--- src/hdl/kp_consts.svh ---
// Constants for the keypad node message logic: identifiers, offsets, fields and timing.
`ifndef KP_CONSTS_SVH
`define KP_CONSTS_SVH

// Protected identifiers that the keypad recognises.
`define KP_PID_STATUS 8'hCA
`define KP_PID_BUTTONS 8'h8B
`define KP_PID_LIGHT 8'h4C
`define KP_PID_SLEEP 8'h80
`define KP_PID_DIAG 8'h3C

// Register byte offsets on the Avalon-MM slave.
`define KP_REG_STATUS 4'h0
`define KP_REG_CTRL 4'h4
`define KP_REG_ERRCNT 4'h8
`define KP_REG_LIGHT 4'hC

// Field positions.
`define KP_STAT_ERR_BIT 7
`define KP_STAT_CHG_BIT 0
`define KP_KEY_CHG_BIT 7
`define KP_LIGHT_ON_BIT 7
`define KP_CTRL_CLR_SLEEP 0
`define KP_CTRL_CLR_CHG 1
`define KP_CTRL_EN 2
`define KP_NUM_BUTTONS 13
`define KP_NUM_CRUISE 5

// Reset values.
`define KP_CTRL_EN_RST 1'h1
`define KP_LIGHT_RST 8'h00

// Timing: clock period, brightness slot time and the derived cycle count.
`define KP_CLK_PERIOD_PS 4000
`define KP_PWM_SLOT_NS 10000
`define KP_PWM_SLOT_CYCLES ((`KP_PWM_SLOT_NS * 1000) / `KP_CLK_PERIOD_PS)
`define KP_PWM_STEPS 15

`endif

--- src/hdl/kp_pkg.sv ---
// Types shared by the keypad node message logic.
package kp_pkg;

  // Frame handling states, one-hot.
  typedef enum logic [2:0] {
    KP_IDLE = 3'h1,
    KP_SEND = 3'h2,
    KP_CMD = 3'h4
  } kp_state_t;

endpackage

--- src/hdl/kp_keypad_node.sv ---
// Keypad node message logic: frame decode, responses, backlight command, sleep flag, registers.
`timescale 1ns/1ps
`include "kp_consts.svh"

// Behaviour
// (RULE_01) Master starts every exchange on the bus.
// (RULE_02) Answer recognised headers; keep sampling and lighting.
// (RULE_03) Identifier 0xCA returns one node status byte.
// (RULE_04) Status byte: bus error MSB, change LSB.
// (RULE_05) Application field designer-defined; zero means nothing.
// (RULE_06) Button press updates the application status field.
// (RULE_07) Count bit and checksum errors, not reported.
// (RULE_08) Identifier 0x8B returns two button bytes.
// (RULE_09) Thirteen button bits plus one change bit.
// (RULE_10) Change bit is byte 0 bit 7.
// (RULE_11) Identifier 0x4C accepts one backlight byte.
// (RULE_12) Four-bit brightness, 6.65 percent per step; the code lights one more slot of 15 per step, about 6.67 percent.
// (RULE_13) MSB off disables light, ignores level.
// (RULE_14) Drive backlight from latest received level.
// (RULE_15) Identifier 0x80 alone is the sleep request.
// (RULE_16) Sleep request sets a flag software polls.
// (RULE_17) Identifier 0x3C sleep form not supported.
// (RULE_18) Master polls status, reads buttons on LSB.
// (RULE_19) Master alternates buttons and backlight schedules.
// (RULE_20) Ignore other identifiers, never drive response.
module kp_keypad_node (
  input wire logic i_clk,
  input wire logic i_rst,
  // Avalon-MM slave.
  input wire logic [3:0] i_avs_address,
  input wire logic i_avs_read,
  input wire logic i_avs_write,
  input wire logic [3:0] i_avs_byteenable,
  input wire logic [31:0] i_avs_writedata,
  output logic [31:0] o_avs_readdata,
  output logic o_avs_waitrequest,
  // Frame events from the serial driver, same clock.
  input wire logic i_hdr_valid,
  input wire logic [7:0] i_hdr_pid,
  input wire logic i_rx_valid,
  input wire logic [7:0] i_rx_data,
  input wire logic i_rx_err_bit,
  input wire logic i_rx_err_cksum,
  // Response bytes toward the serial driver.
  output logic o_tx_valid,
  output logic [7:0] o_tx_data,
  input wire logic i_tx_ready,
  // Button pins, asynchronous.
  input wire logic [12:0] i_buttons,
  // Outputs to the application and the lamp driver.
  output logic o_sleep_request,
  output logic o_backlight_pwm
);
  import kp_pkg::*;

  // Saturating increment for the error counters.
  function automatic logic [7:0] sat_inc(input logic [7:0] v, input logic hit);
    sat_inc = (hit && v != 8'hFF) ? v + 8'h01 : v;
  endfunction

  // Code of the lowest newly pressed button, plus one; zero when none.
  function automatic logic [3:0] press_code(input logic [12:0] p);
    press_code = 4'h0;
    for (int i = `KP_NUM_BUTTONS - 1; i >= 0; i--) begin
      if (p[i]) begin
        press_code = 4'(i + 1);
      end
    end
  endfunction

  // Button synchroniser and edge detector.
  logic [12:0] btn_meta; // First stage, read only by the second.
  logic [12:0] btn; // Synchronised button levels.
  logic [12:0] btn_prev; // Levels one cycle earlier.
  logic [12:0] press; // One-cycle pulse per new press.

  // Register bus state.
  logic wait_q; // Waitrequest, high in the first cycle of a request.
  logic next_wait;
  logic [31:0] rdata;
  logic [31:0] next_rdata;
  logic ctrl_en; // Response enable, software writable.
  logic next_ctrl_en;
  logic wr_ctrl; // Accepted write to the control register.

  // Frame and flag state.
  kp_state_t state;
  kp_state_t next_state;
  logic next_tx_valid;
  logic [7:0] next_tx_data;
  logic tx_more; // Second response byte still pending.
  logic next_tx_more;
  logic [7:0] tx_b1; // Second response byte.
  logic [7:0] next_tx_b1;
  logic chg; // Any-button change flag.
  logic next_chg;
  logic [3:0] app_code; // Application status code of the last press.
  logic [3:0] next_app_code;
  logic next_sleep;
  logic [7:0] light; // Latest backlight command byte.
  logic [7:0] next_light;
  logic [7:0] err_bit_cnt;
  logic [7:0] next_err_bit_cnt;
  logic [7:0] err_ck_cnt;
  logic [7:0] next_err_ck_cnt;
  logic [7:0] stat_byte; // Node status byte as it would be sent now.
  logic [7:0] key_b0; // First button report byte.
  logic report; // A response carrying the change flag starts.

  // Buttons cross from the pins through two flops before any use.
  always_ff @(posedge i_clk) begin
    if (i_rst) begin
      btn_meta <= 13'h0000;
      btn <= 13'h0000;
      btn_prev <= 13'h0000;
    end else begin
      btn_meta <= i_buttons;
      btn <= btn_meta;
      btn_prev <= btn; // RULE_02
    end
  end

  // Rising edges of the synchronised buttons.
  assign press = btn & ~btn_prev;

  // Register bus: one wait cycle, then the answer.
  always_comb begin
    next_wait = 1'h1;
    next_rdata = rdata;
    next_ctrl_en = ctrl_en;
    wr_ctrl = 1'h0;
    if ((i_avs_read || i_avs_write) && wait_q) begin
      // First cycle: release waitrequest and prepare read data.
      next_wait = 1'h0;
      next_rdata = 32'h00000000;
      if (i_avs_read) begin
        unique case (i_avs_address)
          `KP_REG_STATUS: next_rdata = {3'h0, btn, 7'h00, o_sleep_request, stat_byte};
          `KP_REG_CTRL: next_rdata = {29'h00000000, ctrl_en, 2'h0};
          `KP_REG_ERRCNT: next_rdata = {16'h0000, err_ck_cnt, err_bit_cnt};
          `KP_REG_LIGHT: next_rdata = {24'h000000, light};
          default: next_rdata = 32'h00000000; // Unmapped reads return zero.
        endcase
      end
    end else if (i_avs_write && !wait_q) begin
      // Write takes effect on the edge where waitrequest is low.
      if (i_avs_address == `KP_REG_CTRL && i_avs_byteenable[0]) begin
        wr_ctrl = 1'h1;
        next_ctrl_en = i_avs_writedata[`KP_CTRL_EN];
      end
    end
  end

  // Register bus flops.
  always_ff @(posedge i_clk) begin
    if (i_rst) begin
      wait_q <= 1'h1;
      rdata <= 32'h00000000;
      ctrl_en <= `KP_CTRL_EN_RST;
    end else begin
      wait_q <= next_wait;
      rdata <= next_rdata;
      ctrl_en <= next_ctrl_en;
    end
  end

  assign o_avs_waitrequest = wait_q;
  assign o_avs_readdata = rdata;

  // Status byte: bus error in the MSB (not reported, so zero), code and change flag low.
  assign stat_byte = {1'h0, 2'h0, app_code, chg}; // RULE_04 RULE_05 RULE_07

  // Button report byte 0: change flag in bit 7, cruise buttons low.
  assign key_b0 = {chg, 2'h0, btn[`KP_NUM_CRUISE-1:0]}; // RULE_09 RULE_10

  // Frame handling, flags and counters.
  always_comb begin
    next_state = state;
    next_tx_valid = o_tx_valid;
    next_tx_data = o_tx_data;
    next_tx_more = tx_more;
    next_tx_b1 = tx_b1;
    next_light = light;
    report = 1'h0;
    next_sleep = o_sleep_request;
    // Errors are counted whatever the frame.
    next_err_bit_cnt = sat_inc(err_bit_cnt, i_rx_err_bit); // RULE_07
    next_err_ck_cnt = sat_inc(err_ck_cnt, i_rx_err_cksum); // RULE_07
    if (wr_ctrl && i_avs_writedata[`KP_CTRL_CLR_SLEEP]) begin
      next_sleep = 1'h0;
    end
    unique case (state)
      KP_SEND: begin
        // Hand response bytes to the driver one at a time.
        if (o_tx_valid && i_tx_ready) begin
          if (tx_more) begin
            next_tx_data = tx_b1;
            next_tx_more = 1'h0;
          end else begin
            next_tx_valid = 1'h0;
            next_state = KP_IDLE;
          end
        end
      end
      KP_CMD: begin
        // The single data byte of the backlight command.
        if (i_rx_valid) begin
          next_light = i_rx_data; // RULE_11 RULE_14
          next_state = KP_IDLE;
        end
      end
      default: begin
        next_state = KP_IDLE;
      end
    endcase
    // A new header always ends any exchange in progress.
    if (i_hdr_valid) begin
      next_state = KP_IDLE;
      next_tx_valid = 1'h0;
      next_tx_more = 1'h0;
      if (ctrl_en) begin // RULE_02
        unique case (i_hdr_pid)
          `KP_PID_STATUS: begin
            next_state = KP_SEND;
            next_tx_valid = 1'h1;
            next_tx_data = stat_byte; // RULE_03
            report = 1'h1;
          end
          `KP_PID_BUTTONS: begin
            next_state = KP_SEND;
            next_tx_valid = 1'h1;
            next_tx_data = key_b0; // RULE_08
            next_tx_b1 = btn[`KP_NUM_BUTTONS-1:`KP_NUM_CRUISE]; // RULE_08
            next_tx_more = 1'h1;
            report = 1'h1;
          end
          `KP_PID_LIGHT: begin
            next_state = KP_CMD; // RULE_11
          end
          `KP_PID_SLEEP: begin
            next_sleep = 1'h1; // RULE_15 RULE_16
          end
          `KP_PID_DIAG: begin
            next_state = KP_IDLE; // RULE_17
          end
          default: begin
            next_state = KP_IDLE; // RULE_20
          end
        endcase
      end
    end
    // Change flag and code clear once reported; a new press wins over the clear.
    next_chg = chg;
    next_app_code = app_code;
    if (report || (wr_ctrl && i_avs_writedata[`KP_CTRL_CLR_CHG])) begin
      next_chg = 1'h0;
      next_app_code = 4'h0;
    end
    if (|press) begin
      next_chg = 1'h1; // RULE_06
      next_app_code = press_code(press); // RULE_06
    end
  end

  // Frame handling flops.
  always_ff @(posedge i_clk) begin
    if (i_rst) begin
      state <= KP_IDLE;
      o_tx_valid <= 1'h0;
      o_tx_data <= 8'h00;
      tx_more <= 1'h0;
      tx_b1 <= 8'h00;
      chg <= 1'h0;
      app_code <= 4'h0;
      o_sleep_request <= 1'h0;
      light <= `KP_LIGHT_RST;
      err_bit_cnt <= 8'h00;
      err_ck_cnt <= 8'h00;
    end else begin
      state <= next_state;
      o_tx_valid <= next_tx_valid;
      o_tx_data <= next_tx_data;
      tx_more <= next_tx_more;
      tx_b1 <= next_tx_b1;
      chg <= next_chg;
      app_code <= next_app_code;
      o_sleep_request <= next_sleep;
      light <= next_light;
      err_bit_cnt <= next_err_bit_cnt;
      err_ck_cnt <= next_err_ck_cnt;
    end
  end

  // Backlight modulator runs continuously from the latest command.
  kp_backlight_pwm u_pwm (
    .i_clk(i_clk),
    .i_rst(i_rst),
    .i_on(light[`KP_LIGHT_ON_BIT]),
    .i_level(light[3:0]),
    .o_pwm(o_backlight_pwm)
  );

endmodule

--- src/hdl/kp_backlight_pwm.sv ---
// Backlight brightness modulator: 15 slots per period, one slot per brightness step.
`timescale 1ns/1ps
`include "kp_consts.svh"

module kp_backlight_pwm (
  input wire logic i_clk,
  input wire logic i_rst,
  input wire logic i_on,
  input wire logic [3:0] i_level,
  output logic o_pwm
);
  import kp_pkg::*;

  localparam logic [11:0] SLOT_LAST = 12'(`KP_PWM_SLOT_CYCLES - 1); // Divider end value.
  localparam logic [3:0] STEP_LAST = 4'(`KP_PWM_STEPS - 1); // Last slot of a period.

  logic [11:0] div; // Slot divider.
  logic [11:0] next_div;
  logic [3:0] slot; // Slot within the period.
  logic [3:0] next_slot;
  logic [3:0] duty; // Level latched at period start so a period never glitches.
  logic [3:0] next_duty;
  logic next_pwm;
  logic tick; // One-cycle enable at the end of each slot.

  // Divider, slot counter and output level.
  always_comb begin
    tick = (div == SLOT_LAST);
    next_div = tick ? 12'h000 : div + 12'h001;
    next_slot = slot;
    next_duty = duty;
    if (tick) begin
      if (slot == STEP_LAST) begin
        next_slot = 4'h0;
        // An off command forces zero duty whatever the level says.
        next_duty = i_on ? i_level : 4'h0; // RULE_13
      end else begin
        next_slot = slot + 4'h1;
      end
    end
    // Each level step lights one more slot of fifteen.
    next_pwm = (slot < duty); // RULE_12
  end

  // Registers of the modulator.
  always_ff @(posedge i_clk) begin
    if (i_rst) begin
      div <= 12'h000;
      slot <= 4'h0;
      duty <= 4'h0;
      o_pwm <= 1'h0;
    end else begin
      div <= next_div;
      slot <= next_slot;
      duty <= next_duty;
      o_pwm <= next_pwm; // RULE_14
    end
  end

endmodule

--- config.mk ---
export PLATFORM = sky130hd
export DESIGN_NAME = kp_keypad_node
export DESIGN_NICKNAME = d
export VERILOG_FILES = /design/src/hdl/kp_pkg.sv /design/src/hdl/kp_keypad_node.sv /design/src/hdl/kp_backlight_pwm.sv
export VERILOG_INCLUDE_DIRS = /design/src /design/src/hdl
export SDC_FILE = /design/constraint.sdc
export NUM_CORES = 1
export LEC_CHECK = 0
export BUFFER_PORTS_ARGS = -buffer_cell sky130_fd_sc_hd__buf_2
export CORE_UTILIZATION = 60
export CTS_BUF_LIST = sky130_fd_sc_hd__clkbuf_4 sky130_fd_sc_hd__clkbuf_8
export DETAILED_ROUTE_END_ITERATION = 8
export GPL_TIMING_DRIVEN = 0
export MAX_ROUTING_LAYER = met4
export PLACE_DENSITY = 0.87
export SYNTH_ARGS = -nofsm -noshare
export SYNTH_HDL_FRONTEND = slang
export SYNTH_HIERARCHICAL = 1
export SYNTH_SLANG_ARGS = --single-unit
export TNS_END_PERCENT = 100
--- constraint.sdc ---
create_clock -name i_clk -period 3.25 [get_ports i_clk]
set_input_delay 0.65 -clock i_clk [delete_from_list [all_inputs] [get_ports i_clk]]
set_output_delay 0.65 -clock i_clk [all_outputs]
set_load 0.02 [all_outputs]
=== Word level (Yosys, flattened, before mapping) ===
Index checks and enable logic that the tools add are counted.

* Equality and inequality tests: 17
* Multiply operators: 0
* Mux-type cells: 54
* Order comparisons: 1
* Bitwise logic cells: 3
* Reduce and logical (&&, ||, !) cells: 25
* Shift-type cells: 0
* $add $sub $neg: 4
* Divide/modulo/power cells: 0

{| class="wikitable"
|+ Operator list
! kind !! count
|-
| 29-bit one-hot mux with 4 select lines || 1
|-
| 4-bit 2-to-1 mux || 17
|-
| 8-bit 2-to-1 mux || 5
|-
| 29-bit 2-to-1 mux || 1
|-
| 8-bit equality test, second input constant || 3
|-
| 1-bit 2-to-1 mux || 22
|-
| 8-bit by 1-bit adder with 8-bit output, second input constant || 2
|-
| 8-bit != test, second input constant || 2
|-
| 8-bit one-hot mux with 2 select lines || 1
|-
| 3-bit 2-to-1 mux || 5
|-
| 13-bit bitwise AND || 1
|-
| 13-bit inverter || 1
|-
| 13-bit OR reduction || 1
|-
| 12-bit by 1-bit adder with 12-bit output, second input constant || 1
|-
| 12-bit equality test, second input constant || 1
|-
| 4-bit equality test, second input constant || 3
|-
| 3-bit one-hot mux with 2 select lines || 2
|-
| 3-bit AND reduction || 4
|-
| 3-bit != test, second input constant || 3
|-
| 8-bit by 7-bit equality test with 1-bit output, second input constant || 1
|-
| 1-bit logical AND || 8
|-
| 2-bit AND reduction || 3
|-
| 2-bit nonzero test || 3
|-
| 4-bit by 1-bit adder with 4-bit output, second input constant || 1
|-
| other kinds (10) || 12
|}

* Register bits after elaboration: 145
* Output and inout port bits: 44
* Memory bits (writable): 0
* Word-level logic and storage cells: 125
* Input bits: 78
* ROM bits: 0
* Memories: 0
* Bits in latches: 0

=== Depth between registers and ports, before layout ===
* Word-level depth: 16
* Depth in mapped cells: 6
* Mapped depth without buffers: 6

=== Modules after synthesis ===
The synthesis kept the hierarchy.

{| class="wikitable"
|+ Modules (own cells, without submodules)
! module !! cells an instance !! seq. area each (um^2) !! times used !! area each (um^2)
|-
| kp_keypad_node || 452 || 2422.3 || 1 || 4670.7
|-
| kp_backlight_pwm || 110 || 420.4 || 1 || 1012.2
|}

=== Worst setup path before layout ===
OpenSTA, ideal clock, no wires.

* Kind: in2reg
* Start point: input i_avs_address[2]
* End point: register app_code[0]
* Stages: 6
* Path buffers: 1
* Arrival: 1669 ps
* Path slack: 1459 ps
* Path through: buf_4 and4bb_1 and3_2 a21boi_4 and3_4 a221o_1

* Longest elaborated chain between the ends: 8

{| class="wikitable"
|+ RTL lines
! element !! line !! RTL
|-
| start, declared || kp_keypad_node.sv:30 || <nowiki>input wire logic [3:0] i_avs_address,</nowiki>
|-
| 4-bit by 3-bit equality test with 1-bit output || n/a ||
|-
| 1-bit logical AND || kp_keypad_node.sv:147 || <nowiki>if (i_avs_address == `KP_REG_CTRL && i_avs_byteenable[0]) begin</nowiki>
|-
| 1-bit 2-to-1 mux || kp_keypad_node.sv:147 ||
|-
| 1-bit 2-to-1 mux || kp_keypad_node.sv:145 || <nowiki>end else if (i_avs_write && !wait_q) begin</nowiki>
|-
| 1-bit 2-to-1 mux || kp_keypad_node.sv:132 || <nowiki>if ((i_avs_read || i_avs_write) && wait_q) begin</nowiki>
|-
| 1-bit logical AND || kp_keypad_node.sv:255 || <nowiki>if (report || (wr_ctrl && i_avs_writedata[`KP_CTRL_CLR_CHG])) begin</nowiki>
|-
| 1-bit logical OR || kp_keypad_node.sv:255 ||
|-
| 2-bit nonzero test (no line) || n/a ||
|-
| end signal, assigned || kp_keypad_node.sv:286 || <nowiki>app_code <= next_app_code;</nowiki>
|-
| end, declared || kp_keypad_node.sv:97 || <nowiki>logic [3:0] app_code;</nowiki>
|}

No other way between the ends.
A chain may end at the register's enable or synchronous reset.

=== Worst setup path in the final report ===
* Start point: register u_pwm.div[2]
* End point: register u_pwm.duty[2]

* Longest elaborated chain between the ends: 2

{| class="wikitable"
|+ RTL lines
! element !! line !! RTL
|-
| start, declared || kp_backlight_pwm.sv:17 || <nowiki>logic [11:0] div;</nowiki>
|-
| start signal, assigned || kp_backlight_pwm.sv:53 || <nowiki>div <= next_div;</nowiki>
|-
| 12-bit equality test || kp_backlight_pwm.sv:28 || <nowiki>tick = (div == SLOT_LAST);</nowiki>
|-
| 2-bit AND reduction (no line) || n/a ||
|-
| end signal, assigned || kp_backlight_pwm.sv:55 || <nowiki>duty <= next_duty;</nowiki>
|-
| end, declared || kp_backlight_pwm.sv:21 || <nowiki>logic [3:0] duty;</nowiki>
|}

No other way between the ends.

==> flow_summary.ini <==
[placed_design]
numPortBuffers = 85
hpwl_mm = 9.26
dp.cells = 760
place_congestion = 0.897
placed_area_um2 = 6250
place_ws_ns = 1.10

[routing]
dr.pass1.iters = 5
wirelength_mm = 12.8
drt-wirelength-per-cell_um = 16.1
drtIter0Drc = 229
via_count = 4518
drc = 0
ant_nets = 0
viasPerCell = 5.70

[die]
initial_utilization = 0.618
die_w_um = 99.3
core_region_area_um2 = 9200
row_count = 35
die_h_um = 99.3
die-area_um2 = 9860
ios = 122

[clocking]
cts_root_buf = clkbuf_8
clkLatencyLatePin_ns = 0.45
htreeDepth = 4
postCtsSetupRepairBufs = 0
cts.path.max_buffers = 2
cts_made_buffers = 17
cts_tree = yes
clock_sinks = 142
post_cts_resized = 0
hold_buffers = 0
clk_pin_slew_ns = 0.10

[sta]
relSlewSlack = 0.465
layout_setup_ws_ns = 1.32
setup_violations = 0
tightest_slew_ns = 0.798
rsz0062_at_grt = false
fin_crit_sh = 0.593
timing.fmax_mhz = 519
hold_violations = 0
fin_skew_ns = 0.0158
setup_tns_ns = 0
min_period_ns = 1.93
report.final.slew_viol_count = 0

[pwr]
p_leak_nw = 2.76
switching_share = 0.260
p_sw_mw = 0.907
power_frac_clock = 0.425
powerDensity_nw_per_um2 = 523
p_int_mw = 2.58
seqPwrFrac = 0.518
vdd_drop_max_mv = 0.307
pwr-share-comb = 0.057

[setup_path]
worst-setup-path-type = flip-flop to flip-flop
start_kind = flip-flop
crit_fanout = 5
required_ns = 3.62
crit_end = u_pwm/duty[2]
cp.arrival_ns = 2.30
rr_worst_depth = 4
r2r-end = u_pwm/duty[2]
worstSetupEndpointType = flip-flop
rrSetupSlack_ns = 1.32
startpoint = u_pwm/div[2]
r2r-start = u_pwm/div[2]

[layout]
drive_gt1_frac = 0.232
design_area_um2 = 6680
final_cell_mix = dfxtp_1, buf_2, nor2_1, nor2b_1, mux2i_1
final_common_cell = dfxtp_1
finalNetCount = 752
fin_util = 0.726
nFillCells = 643
antenna_cells = 0
area_delta_synth_final_pct = 17.5
layout.cells.non_filler = 792

[worst_hold_path]
min_path_type = input port to flip-flop

[logic_synthesis]
synthAdderAreaFrac = 0.0132
yosysUniqueCellTypes = 71
synthCells = 562
syn_area_per_cell_um2 = 10.1
synth_warnings = 6
muxShareOfSynthArea = 0.0753
netlist_area_um2 = 5680
synth_compound_area_frac = 0.118
yosys.area_share.simple = 0.228
ys_async_sr_fraction = 0
synth_seq_cells = 142
synth_top_family_by_area = simple AND/OR/NAND/NOR gates
synth-edff-count = 0
synth-main-ff-cell = dfxtp_1
ys_seq_area_frac = 0.500
synth_xor_area_frac = 0.0308

[global_routing]
grt_util_all_layers = 0.275
grt_pass1_vias = 4278
grt_overflow = 0
grt_pass1_wl_mm = 20.6
grt_max_degree = 17
grt_antenna_before_repair = 0

[outcome]
status = finished, final reports clean

[job]
cap_violations = 0
## sequential cells by signal, indices dropped and copies added (netlist names)
name	count
o_avs_readdata	29
btn	13
btn_meta	13
btn_prev	13
u_pwm/div	12
err_bit_cnt	8
err_ck_cnt	8
light	8
o_tx_data	8
tx_b1	8
app_code	4
u_pwm/duty	4
u_pwm/slot	4
state	3
chg	1
ctrl_en	1
o_avs_waitrequest	1
o_sleep_request	1
o_tx_valid	1
tx_more	1
u_pwm/o_pwm	1
## through the flow
stage	power, mW	hold slack [ns]
floorplan	1.97	0.414
global placement	2.03	0.417
detailed placement	2.04	0.422
CTS	3.50	0.394
global route	3.61	0.398
finish	3.49	0.402
## worst max-delay path, stage by stage, from the launching register on
cell	delay, ns
dfxtp_1	0.37
or4b_4	0.59
nor4_4	0.43
mux2_1	0.37
nor2_1	0.10
## cells in the mapped netlist, types with 2 or more instances
master | n | area, µm²
a22o_1 | 26 | 228
nor3_1 | 5 | 25.0
a21oi_1 | 14 | 70.1
o31a_1 | 2 | 17.5
a21o_1 | 2 | 15.0
nor2_1 | 65 | 244
nand2b_1 | 5 | 31.3
a22oi_1 | 6 | 45.0
ha_1 | 6 | 75.1
a31oi_1 | 7 | 43.8
and2_1 | 2 | 12.5
nor4_1 | 2 | 12.5
o22ai_1 | 5 | 31.3
and3_1 | 3 | 18.8
nand2_1 | 24 | 90.1
and2b_4 | 3 | 30.0
nand4b_1 | 2 | 17.5
inv_1 | 15 | 56.3
nand3b_1 | 2 | 15.0
and2b_1 | 3 | 22.5
nor4_4 | 2 | 42.5
buf_2 | 7 | 35.0
xnor2_1 | 15 | 131
nor2b_1 | 51 | 319
o31ai_1 | 3 | 22.5
buf_4 | 5 | 37.5
xor2_1 | 5 | 43.8
nor3_2 | 6 | 60.1
o21ai_0 | 11 | 55.1
mux2_1 | 3 | 33.8
dfxtp_1 | 142 | 2840
and4_1 | 3 | 26.3
clkbuf_1 | 13 | 48.8
nor3b_1 | 3 | 22.5
o41ai_1 | 2 | 17.5
nand4_1 | 4 | 25.0
mux2i_1 | 36 | 360
or2_2 | 3 | 18.8
nand3_1 | 17 | 85.1
## how the worst min path moves through the flow
stage,start,end,slack (ns),cells past startpoint
after floorplan,btn_meta[0],btn[0],0.41,1
after global placement,btn_meta[12],btn[12],0.42,1
after detailed placement,btn_meta[12],btn[12],0.42,1
after CTS,i_buttons[4],btn_meta[4],0.39,2
after global routing,i_buttons[8],btn_meta[8],0.40,2
final,i_buttons[9],btn_meta[9],0.40,2
## final cells by class
| cell class | instances | area [µm²] | area share |
|---|---|---|---|
| clock inverters | 15 | 186 | 0.0279 |
| clock buffers | 17 | 234 | 0.0351 |
| multi-input cells | 381 | 2660 | 0.398 |
| inverters | 15 | 56.3 | 0.00843 |
| flip-flops and latches | 142 | 2840 | 0.426 |
| well taps | 111 | 139 | 0.0208 |
| plain buffers | 26 | 133 | 0.0199 |
| repair buffers | 85 | 425 | 0.0637 |
## power groups by stage
stage	Clock (mW)	Combinational, mW	Sequential [mW]
3_3_place_gp	0	0.188	1.84
2_1_floorplan	0	0.128	1.84
6_report	1.48	0.200	1.81
4_1_cts	1.50	0.198	1.81
3_5_place_dp	0	0.196	1.85
5_1_grt	1.58	0.218	1.81
## cell families (layout without fill, tap and decap cells)
family                   count (synthesis)  count (layout)
AO/OA/AOI/OAI                           90              90
XOR/XNOR                                20              20
adder cells (fa/ha/maj)                  6               6
buffers and inverters                   41             158
flip-flops                             142             142
multiplexers                            41              41
other                                    1               3
AND/OR/NAND/NOR                        221             221
## routing by layer
layer | vias to the layer above | part of all wire | global-route usage
li1 | 2177 | - | -
met1 | 2147 | 0.43 | 0.341
met2 | 168 | 0.49 | 0.443
met3 | 26 | 0.060 | 0.0611
met4 | 0 | 0.023 | 0.0995
met5 | - | 0 | -
Power figures use the tool's default switching activity.
